**src/pkg/bcs_params.svh**
```systemverilog
`ifndef BCS_PARAMS_SVH
`define BCS_PARAMS_SVH
// Clock rate and derived counts
`define BCS_CLK_MHZ       25
`define BCS_FILT_US       100
`define BCS_FILT_CYC      (`BCS_FILT_US * `BCS_CLK_MHZ)
`define BCS_TICK_S        1
`define BCS_TICK_CYC      (`BCS_TICK_S * `BCS_CLK_MHZ * 1000000)
// Charge timer scaling: 3.08 ohm per second, kept in hundredths
`define BCS_OHM_STEP_C    308
`define BCS_FULL_PCT      100
`define BCS_PRE_PCT       25
`define BCS_SEC_PER_H     3600
`define BCS_INT_HOURS     3
`define BCS_MIN_HOURS     2
`define BCS_MAX_HOURS     6
`define BCS_H2OHM(h)      ((h) * `BCS_SEC_PER_H * `BCS_OHM_STEP_C / 100)
// Widths
`define BCS_OHM_W         17
`define BCS_ACC_W         24
`define BCS_NFLAG         12
`endif

```
**src/pkg/bcs_pkg.sv**
```systemverilog
package bcs_pkg;
  // Charge sequencer states
  typedef enum logic [2:0] {
    BCS_IDLE  = 3'b000,
    BCS_PRE   = 3'b001,
    BCS_FAST  = 3'b010,
    BCS_CV    = 3'b011,
    BCS_FLOAT = 3'b100,
    BCS_MON   = 3'b101,
    BCS_PFLT  = 3'b110
  } bcs_state_t;
endpackage

```
**src/design/bcs_charger.sv**
```systemverilog
`timescale 1ns/1ns
`include "bcs_params.svh"

// Persistence filter: output follows input only after a steady run
module bcs_filter
  import bcs_pkg::*;
#(
  parameter int CYC = 2500
)(
  input  wire logic clock,
  input  wire logic rst,
  input  wire logic din,
  output logic      dout
);
  logic [15:0] cnt_q;
  logic [15:0] cnt_d;
  logic        out_q;
  logic        out_d;

  // Count disagreeing samples, flip once the run is long enough
  always_comb
  begin
    cnt_d = 16'h0000;
    out_d = out_q;
    if (din != out_q)
    begin
      if (cnt_q == 16'(CYC - 1))
        out_d = din;
      else
        cnt_d = cnt_q + 16'h0001;
    end
  end

  always_ff @(posedge clock)
  begin
    if (rst)
    begin
      cnt_q <= 16'h0000;
      out_q <= 1'b0;
    end
    else
    begin
      cnt_q <= cnt_d;
      out_q <= out_d;
    end
  end

  assign dout = out_q;
endmodule

module bcs_charger
  import bcs_pkg::*;
#(
  parameter int TICK_CYC = `BCS_TICK_CYC
)(
  input  wire logic                  clock,
  input  wire logic                  rst,
  input  wire logic                  supply_above_uvlo,
  input  wire logic                  batt_below_precharge,
  input  wire logic                  batt_at_regulation,
  input  wire logic                  current_below_term,
  input  wire logic                  batt_below_recharge,
  input  wire logic                  sense_above_cold_default,
  input  wire logic                  sense_above_cold_offset,
  input  wire logic                  cold_offset_grounded,
  input  wire logic                  sense_below_hot,
  input  wire logic                  sense_below_disable,
  input  wire logic                  timer_select_supply,
  input  wire logic                  timer_select_ground,
  input  wire logic [`BCS_OHM_W-1:0] timer_select_ohms,
  output logic                       pass_enable,
  output logic                       precharge_select,
  output logic                       cv_mode,
  output logic                       monitor_mode,
  output logic                       precharge_fault,
  output logic                       charge_status_n,
  output logic                       fault_indicator_n,
  output logic                       charger_present_n
);
  localparam int NF = `BCS_NFLAG;
  localparam int AW = `BCS_ACC_W;
  localparam int OW = `BCS_OHM_W;

  logic [NF-1:0] sync1_q;
  logic [NF-1:0] sync2_q;
  logic [OW-1:0] ohm1_q;
  logic [OW-1:0] ohm2_q;

  // Two-stage synchronisers for every comparator flag
  always_ff @(posedge clock)
  begin
    if (rst)
    begin
      sync1_q <= '0;
      sync2_q <= '0;
      ohm1_q  <= '0;
      ohm2_q  <= '0;
    end
    else
    begin
      sync1_q <= {supply_above_uvlo, batt_below_precharge,
                  batt_at_regulation, current_below_term,
                  batt_below_recharge, sense_above_cold_default,
                  sense_above_cold_offset, cold_offset_grounded,
                  sense_below_hot, sense_below_disable,
                  timer_select_supply, timer_select_ground};
      sync2_q <= sync1_q;
      ohm1_q  <= timer_select_ohms;
      ohm2_q  <= ohm1_q;
    end
  end

  logic sup_s, below_pre, at_reg, below_term, below_rech;
  logic cold_def, cold_off, cold_gnd, hot_s, dis;
  logic tsel_sup, tsel_gnd, cold_raw;
  logic sup_f, cold_f, hot_f;
  assign {sup_s, below_pre, at_reg, below_term, below_rech,
          cold_def, cold_off, cold_gnd, hot_s, dis,
          tsel_sup, tsel_gnd} = sync2_q;

  // Grounded offset input falls back to the internal ratio
  assign cold_raw = cold_gnd ? cold_def : cold_off;

  // Supply glitch filter
  bcs_filter #(.CYC(`BCS_FILT_CYC)) u_sup_filt (
    .clock (clock),
    .rst   (rst),
    .din   (sup_s),
    .dout  (sup_f)
  );
  // Persistence on both window edges keeps suspend from chattering
  bcs_filter #(.CYC(`BCS_FILT_CYC)) u_cold_filt (
    .clock (clock),
    .rst   (rst),
    .din   (cold_raw),
    .dout  (cold_f)
  );
  bcs_filter #(.CYC(`BCS_FILT_CYC)) u_hot_filt (
    .clock (clock),
    .rst   (rst),
    .din   (hot_s),
    .dout  (hot_f)
  );

  // One-second tick for the charge timer
  logic [31:0] tick_q;
  logic [31:0] tick_d;
  logic        tick;
  assign tick = (tick_q == 32'(TICK_CYC - 1));
  always_comb
  begin
    tick_d = tick ? 32'h00000000 : tick_q + 32'h00000001;
  end

  // Time limit in ohm units, clamped to the supported span
  logic [OW-1:0] lim_ohm;
  logic          timer_en;
  always_comb
  begin
    if (tsel_sup)
      lim_ohm = OW'(`BCS_H2OHM(`BCS_INT_HOURS));
    else if (ohm2_q < OW'(`BCS_H2OHM(`BCS_MIN_HOURS)))
      lim_ohm = OW'(`BCS_H2OHM(`BCS_MIN_HOURS));
    else if (ohm2_q > OW'(`BCS_H2OHM(`BCS_MAX_HOURS)))
      lim_ohm = OW'(`BCS_H2OHM(`BCS_MAX_HOURS));
    else
      lim_ohm = ohm2_q;
  end
  assign timer_en = !tsel_gnd;

  bcs_state_t    state_q, state_d;
  logic [AW-1:0] run_q, run_d, pre_q, pre_d;
  logic          charging, susp, out_on, expire, pre_over, go;

  assign charging = (state_q == BCS_PRE) || (state_q == BCS_FAST) ||
                    (state_q == BCS_CV) || (state_q == BCS_FLOAT);
  assign susp     = cold_f || hot_f;
  assign go       = sup_f && !dis && !susp;
  assign out_on   = charging && go;
  // Seconds times 3.08 compared with ohms, no divider needed
  assign expire   = run_q >= AW'(AW'(lim_ohm) * AW'(`BCS_FULL_PCT));
  assign pre_over = pre_q >= AW'(AW'(lim_ohm) * AW'(`BCS_PRE_PCT));

  // Sequencer and timer next state
  always_comb
  begin
    state_d = state_q;
    run_d   = run_q;
    pre_d   = pre_q;
    // Accumulate only on-time; saturates at expiry with timer off
    if (out_on && tick && !expire)
    begin
      run_d = run_q + AW'(`BCS_OHM_STEP_C);
      if (state_q == BCS_PRE)
        pre_d = pre_q + AW'(`BCS_OHM_STEP_C);
    end
    if (!sup_f || dis)
    begin
      state_d = BCS_IDLE;
      run_d   = '0;
      pre_d   = '0;
    end
    else if (charging && !susp && timer_en && expire)
      state_d = BCS_MON;
    else
    begin
      case (state_q)
        BCS_IDLE:
          state_d = below_pre ? BCS_PRE : BCS_FAST;
        BCS_PRE:
          if (!susp)
          begin
            if (timer_en && pre_over)
              state_d = BCS_PFLT;
            else if (!below_pre)
              state_d = BCS_FAST;
          end
        BCS_FAST:
          if (!susp)
          begin
            if (below_pre)
              state_d = BCS_PRE;
            else if (at_reg)
              state_d = BCS_CV;
          end
        BCS_CV:
          if (!susp && below_term)
            state_d = timer_en ? BCS_FLOAT : BCS_MON;
        BCS_FLOAT:
          state_d = BCS_FLOAT;
        BCS_MON:
          if (below_rech)
          begin
            run_d   = '0;
            pre_d   = '0;
            state_d = below_pre ? BCS_PRE : BCS_FAST;
          end
        BCS_PFLT:
          if (!below_pre)
            state_d = BCS_FAST;
        default:
          state_d = BCS_IDLE;
      endcase
    end
  end

  // Suspend simply holds state, so charging resumes unaided
  always_ff @(posedge clock)
  begin
    if (rst)
    begin
      state_q <= BCS_IDLE;
      run_q   <= '0;
      pre_q   <= '0;
      tick_q  <= 32'h00000000;
    end
    else
    begin
      state_q <= state_d;
      run_q   <= run_d;
      pre_q   <= pre_d;
      tick_q  <= tick_d;
    end
  end

  // Pin level next values
  logic pass_d, psel_d, cv_d, mon_d, pflt_d, chg_n_d, flt_n_d, cp_n_d;
  logic pass_q, psel_q, cv_q, mon_q, pflt_q, chg_n_q, flt_n_q, cp_n_q;
  always_comb
  begin
    pass_d  = out_on;
    psel_d  = out_on && (state_q == BCS_PRE);
    cv_d    = out_on && ((state_q == BCS_CV) ||
                         (state_q == BCS_FLOAT));
    mon_d   = (state_q == BCS_MON);
    pflt_d  = (state_q == BCS_PFLT);
    chg_n_d = !(out_on && !below_term);
    // Disable level keeps suspend off the fault pin; the precharge fault term is not gated
    flt_n_d = !((susp && sup_f && !dis) || pflt_d);
    cp_n_d  = !sup_f;
  end

  always_ff @(posedge clock)
  begin
    if (rst)
    begin
      pass_q  <= 1'b0;
      psel_q  <= 1'b0;
      cv_q    <= 1'b0;
      mon_q   <= 1'b0;
      pflt_q  <= 1'b0;
      chg_n_q <= 1'b1;
      flt_n_q <= 1'b1;
      cp_n_q  <= 1'b1;
    end
    else
    begin
      pass_q  <= pass_d;
      psel_q  <= psel_d;
      cv_q    <= cv_d;
      mon_q   <= mon_d;
      pflt_q  <= pflt_d;
      chg_n_q <= chg_n_d;
      flt_n_q <= flt_n_d;
      cp_n_q  <= cp_n_d;
    end
  end

  assign pass_enable       = pass_q;
  assign precharge_select  = psel_q;
  assign cv_mode           = cv_q;
  assign monitor_mode      = mon_q;
  assign precharge_fault   = pflt_q;
  assign charge_status_n   = chg_n_q;
  assign fault_indicator_n = flt_n_q;
  assign charger_present_n = cp_n_q;
endmodule

```
**config.mk**
```make
export PLATFORM = sky130hd
export DESIGN_NAME = bcs_charger
export DESIGN_NICKNAME = d
export VERILOG_FILES = /design/src/pkg/bcs_pkg.sv /design/src/design/bcs_charger.sv
export VERILOG_INCLUDE_DIRS = /design/src /design/src/pkg
export SDC_FILE = /design/constraint.sdc
export NUM_CORES = 1
export LEC_CHECK = 0
export BUFFER_PORTS_ARGS = -buffer_cell sky130_fd_sc_hd__buf_2
export CORE_UTILIZATION = 41
export CTS_BUF_LIST = sky130_fd_sc_hd__clkbuf_2 sky130_fd_sc_hd__clkbuf_4 sky130_fd_sc_hd__clkbuf_8
export DETAILED_ROUTE_END_ITERATION = 10
export HOLD_SLACK_MARGIN = 0.1
export PLACE_DENSITY = 0.66
export SYNTH_ARGS = -nofsm -noshare
export SYNTH_HDL_FRONTEND = slang
export SYNTH_HIERARCHICAL = 1
export SYNTH_SLANG_ARGS = --single-unit
```
**constraint.sdc**
```tcl
create_clock -name clock -period 16.45 [get_ports clock]
set_clock_uncertainty 0.1 [all_clocks]
set_input_delay 0.8225 -clock clock [delete_from_list [all_inputs] [get_ports clock]]
set_output_delay 0.8225 -clock clock [all_outputs]
set_load 0.1 [all_outputs]
```
* After elaboration in Yosys (flattened, before gate mapping)
Index checks and enable logic that the tools add are counted.
Widths: inputs -> output; s select.
** Word-level totals
- Output and inout bits :: 8
- Register bits :: 200
- Word-level logic and storage cells :: 128
** Operators by class
- Add/sub/neg operators :: 6
- Reductions and logical operators :: 42
- Bitwise logic cells :: 3
- Multiply operators :: 2
- Magnitude comparators :: 4
- Equality and inequality tests :: 23
- Mux-type cells :: 25
** Operators with widths (count)
- $mux 24 :: 9
- $mux 17 :: 3
- $add 16x1->16 const B :: 3
- $add 24x9->24 const B :: 2
- $eq 16x12->1 const B :: 3
- $mul 17x5->22 const B :: 2
- $add 32x1->32 const B :: 1
- $eq 32x25->1 const B :: 1
- $mux 3 :: 9
- $ge 24x22->1 :: 1
- $ge 24x24->1 :: 1
- $pmux 3 s7 :: 1
- $gt 17x17->1 const B :: 1
- $lt 17x15->1 const B :: 1
- $logic_and 1x1->1 :: 15
- $reduce_or 3->1 :: 4
- $reduce_and 5->1 :: 2
- $eq 3x3->1 const B :: 3
- $ne 3x2->1 const B :: 3
- $logic_not 1->1 :: 8
- $logic_or 1x1->1 :: 7
- $eq 3x2->1 const B :: 2
- $ne 2x2->1 const B :: 3
- $reduce_and 2->1 :: 3
- 11 further kinds :: 17

* Longest topological paths before layout
- Depth after elaboration :: 12
- Mapped depth :: 33
- Mapped depth without buffers :: 32

* By module
Netlist, hierarchy kept.
** By module, submodules not included
- bcs_charger :: seq. area each 2902.8 um^2, times used 1, cells an instance 1004, area each 8643.3 um^2
- bcs_filter (u_cold_filt ...) :: seq. area each 340.3 um^2, times used 2, cells an instance 85, area each 778.2 um^2
- bcs_filter (u_sup_filt) :: seq. area each 340.3 um^2, times used 1, cells an instance 84, area each 762.0 um^2

* Least setup slack after synthesis
Ideal clock, no wire load.
- Path kind :: register to register
- Start point :: register ohm2_q[15]
- End point :: register pre_q[18]
- Library setup time :: 70 ps
- Slack :: 9103 ps
- Path buffers :: 2
- Cell stages (with the launch flop) :: 30
- Data required time :: 16280 ps
- Data arrival time :: 7177 ps
- Cells stage by stage :: dfxtp_1 or4_1 or4_1 a21oi_1 nor2b_1 clkbuf_1 nand2b_1 ha_1 ha_1 inv_1 fa_1 inv_1 ha_1 o211a_1 a221oi_1 nor3_1 o32a_1 a21o_1 a21oi_1 xor2_1 ha_1 o21ai_0 inv_1 a21oi_1 o41a_1 a31o_2 buf_2 nand4_1 or4_1 a21oi_1
** Between the ends
- Word-level cells in the longest chain between the ends :: 12
- Elaborated cells between the ends (all ways) :: 14
- Those cells by class :: 1 x mul; 3 x order compare; 7 x mux; 3 x reduce/logical
** RTL lines
- from (decl) :: RTL line bcs_charger.sv:87 : logic [OW-1:0] ohm2_q;
- from (signal assigned) :: RTL line bcs_charger.sv:109 : ohm2_q <= ohm1_q;
- $gt 17x17->1 :: RTL line bcs_charger.sv:164 : else if (ohm2_q > OW'(`BCS_H2OHM(`BCS_MAX_HOURS)))
- $mux 17 :: RTL line bcs_charger.sv:164
- $mux 17 (*) :: RTL line bcs_charger.sv:162 : else if (ohm2_q < OW'(`BCS_H2OHM(`BCS_MIN_HOURS)))
- $mux 17 (*) :: RTL line bcs_charger.sv:160 : if (tsel_sup)
- $mul 17x5->22 (*) :: RTL line bcs_charger.sv:181 : assign expire = run_q >= AW'(AW'(lim_ohm) * AW'(`BCS_FULL_PCT));
- $ge 24x24->1 (*) :: RTL line bcs_charger.sv:181
- $logic_not 1->1 :: RTL line bcs_charger.sv:191 : if (out_on && tick && !expire)
- $logic_and 1x1->1 :: RTL line bcs_charger.sv:191
- $mux 24 :: RTL line bcs_charger.sv:191
- $mux 24 :: RTL line bcs_charger.sv:232 : if (below_rech)
- $mux 24 :: RTL line bcs_charger.sv:207 : case (state_q)
- $mux 24 (*) :: RTL line bcs_charger.sv:203 : else if (charging && !susp && timer_en && expire)
- to (signal assigned) :: RTL line bcs_charger.sv:261 : pre_q <= pre_d;
- to (decl) :: RTL line bcs_charger.sv:172 : logic [AW-1:0] run_q, run_d, pre_q, pre_d;
Every way passes the cells marked *; elsewhere a longest branch is shown, timed or not.
A chain may end at the register's enable or synchronous reset.

* Worst setup path in the final report
- Start point :: register ohm2_q[0]
- End point :: register pre_q[10]
The elaborated chain is that of the path after synthesis.

==> out/results.tsv <==
stage	metric	value	unit
clock_tree	cts_htree_levels	4	
routing	wl_per_cell	13.77	um
clock_tree	cts.sinks	196	
floorplan	die_area	27390	um^2
clock_tree	insertion_delay	0.48	ns
placement	place_hpwl	16.79	mm
clock_tree	cts_resized	0	
global_routing	grt_pass1_vias	8097	
global_routing	grt_pass1_wl	38.40	mm
setup_path	r2r_cells	28	
setup_path	worst-path-buf-inv	3	
sta	fmax	0.1165	GHz
sta	period_share	52.18	%
setup_path	start_kind	flip-flop	
cells_and_area	areaGrowthSynthToFinish	7.830	%
synth	syn_inst	1258	
global_routing	antenna_found_initial	0	
cells_and_area	final_core_util	45.23	%
power_and_ir_drop	finalPower	1.028	mW
synth	synth_ff_type	dfxtp_1	
cells_and_area	n_antenna_cell	0	
floorplan	ios	39	
synth	syn_nets	1398	
setup_path	worstSetupPathType	flip-flop to flip-flop	
routing	ant_nets	0	
global_routing	overflow	0	
floorplan	core_area	26130	um^2
clock_tree	post_cts_buffers	0	
floorplan	initial_utilization	41.95	%
clock_tree	clk_pin_slew_worst_paths	0.11	ns
floorplan	die_w	165.5	um
power_and_ir_drop	peakVddDrop	0.06204	mV
setup_path	arrival	8.88	ns
hold_path	min_path_cells	1	
clock_tree	cts_hold_buf	0	
routing	vias	8802	
run_status	outcome	completed	
global_routing	groute.usage.overall	17.15	%
setup_path	crit_fanout	19	
synth	yosys_warnings	6	
synth	ys_types	74	
hold_path	hp-class	flip-flop to flip-flop	
sta	hold_viol	0	
routing	avgViaCountPerCell	5.397	
sta	min_period	8.583	ns
sta	fin_setup_tns	0	ns
placement	port-buffer-count	38	
setup_path	slowest_delay	0.64	ns
synth	synth_edf_count	0	
setup_path	slowest_stage	a221oi_1	
sta	drv_slew	0	
routing	wl	22.46	mm
synth	ys_seq_area_share	35.80	%
synth	yosys_register_bits	196	
power_and_ir_drop	p_leak	4.538	nW
cells_and_area	layout.nets	1423	
setup_path	crit_required	16.75	ns
power_and_ir_drop	p_per_area	86.94	nW/um^2
setup_path	cp-end-kind	flip-flop	
floorplan	die_y	165.5	um
floorplan	num_rows	59	
sta	tightest_slew	1.061	ns
clock_tree	cts_buffers	17	
synth	syn_area	10960	um^2
sta	setup_viol	0	
setup_path	crit_cells	28	
synth	synth-async-reset-ratio	0	%
synth	syn_area_per_cell	8.714	um^2
placement	finalWeightedCongestion	0.8500	
setup_path	crit_family	simple AND/OR/NAND/NOR gates	
global_routing	grt_max_degree	70	
cells_and_area	layout-drive-gt1-share	8.025	%
run	maxCapViolations	0	
clock_tree	root_buffer	clkbuf_8	
sta	rsz0062_at_grt	no	
routing	drtPass1Iterations	5	
sta	timing.hold.ws	0.3320	ns
routing	route.detailed.drc	0	
clock_tree	max-clock-path-buffers	2	
sta	max_slew_margin	28.91	%
clock_tree	cts_tree	yes	
routing	drt_iter0_markers	507	
final cells by class:
cell class | count | area (um^2)
clock buffers | 18 | 241.5
repair buffers | 42 | 220.2
fillers | 2586 | 14310
flip-flops and latches | 196 | 3924
well taps | 335 | 419.2
clock inverters | 14 | 167.7
multi-input cells | 951 | 6566
inverters | 75 | 281.5
where the power goes:
part / internal (mW) / total [mW] / switching, mW
clock: 0.129 / 0.321 / 0.191
sequential: 0.482 / 0.486 / 0.00417
combinational: 0.0901 / 0.221 / 0.131
worst paths after layout:
| path | startpoint | end | slack (ns) |
|---|---|---|---|
| worst min register to register | sync1_q[2] | sync2_q[2] | 0.33 |
| worst max register to register | ohm2_q[0] | pre_q[10] | 7.87 |
| worst max-delay path | ohm2_q[0] | pre_q[10] | 7.87 |
| worst min-delay path | sync1_q[2] | sync2_q[2] | 0.33 |
synthesized netlist by cell type (13+ instances only):
| master | instances | area, um^2 |
|---|---|---|
| inv_1 | 75 | 281.5 |
| ha_1 | 97 | 1214 |
| or3_1 | 31 | 193.9 |
| and3_1 | 26 | 162.7 |
| nor4_1 | 24 | 150.1 |
| a21o_1 | 13 | 97.59 |
| nand4_1 | 30 | 187.7 |
| nor2b_1 | 67 | 419.2 |
| o21ai_0 | 61 | 305.3 |
| nor2_1 | 114 | 427.9 |
| xor2_1 | 38 | 332.8 |
| nand3_1 | 46 | 230.2 |
| dfxtp_1 | 196 | 3924 |
| nor3_1 | 22 | 110.1 |
| clkbuf_1 | 27 | 101.4 |
| nand2_1 | 71 | 266.5 |
| a21oi_1 | 80 | 400.4 |
| xnor2_1 | 54 | 473.0 |
| o31ai_1 | 22 | 165.2 |
| or4_1 | 25 | 187.7 |
logic make-up (layout without fill, tap and decap cells):
logic type	Yosys count	count (layout)	synth area share, %
fa+ha+maj	109	109	13.26
flops	196	196	35.79
buf+inv	111	149	4.337
xor+xnor	93	93	7.556
mux	5	5	0.4680
simple gates	511	511	25.25
compound gates	233	233	13.33
layout by cell type (no fill, tap or decap), drive strengths merged, types with 4 or more instances in the layout:
master	n
and3	26
or3	31
buf	42
nor2b	67
nand4b	4
nor2	118
or4	28
clkinv	6
nand4	31
o31ai	22
ha	97
nand2b	9
o21ai	63
clkbuf	18
o21a	5
o211ai	4
a21o	13
a211oi	9
a211o	5
xor2	38
xnor2	54
nand3	47
mux2i	4
nor4	26
a21oi	81
nand2	71
fa	12
or2	7
inv	80
a31oi	6
nor3	22
and2	11
dfxtp	196
sequential cells by signal, summed over array words and instances, names as in the netlist, 3 cells and up:
signal,flops
sync1_q,12
sync2_q,12
state_q,3
pre_q,22
tick_q,32
ohm2_q,17
run_q,22
u_cold_filt/cnt_q,16
ohm1_q,17
u_hot_filt/cnt_q,16
u_sup_filt/cnt_q,16
layer usage:
metal	global-route usage (%)	share of wire, %	vias up
met3	2.498	3.2	26
li1	-	-	4510
met1	24.04	50	4135
met5	0	0	-
met4	4.132	1.2	0
met2	27.54	46	131
through the flow:
step / instances / area [um^2] / worst slack, ns
2_1_floorplan: 1258 / 10960 / 9.103
3_3_place_gp: 1599 / 11410 / 8.147
3_5_place_dp: 1599 / 11410 / 7.954
4_1_cts: 1631 / 11820 / 7.870
5_1_grt: 1631 / 11820 / 7.148
6_report: 1631 / 11820 / 7.867
Note: power is estimated with default switching activity, not from simulation.
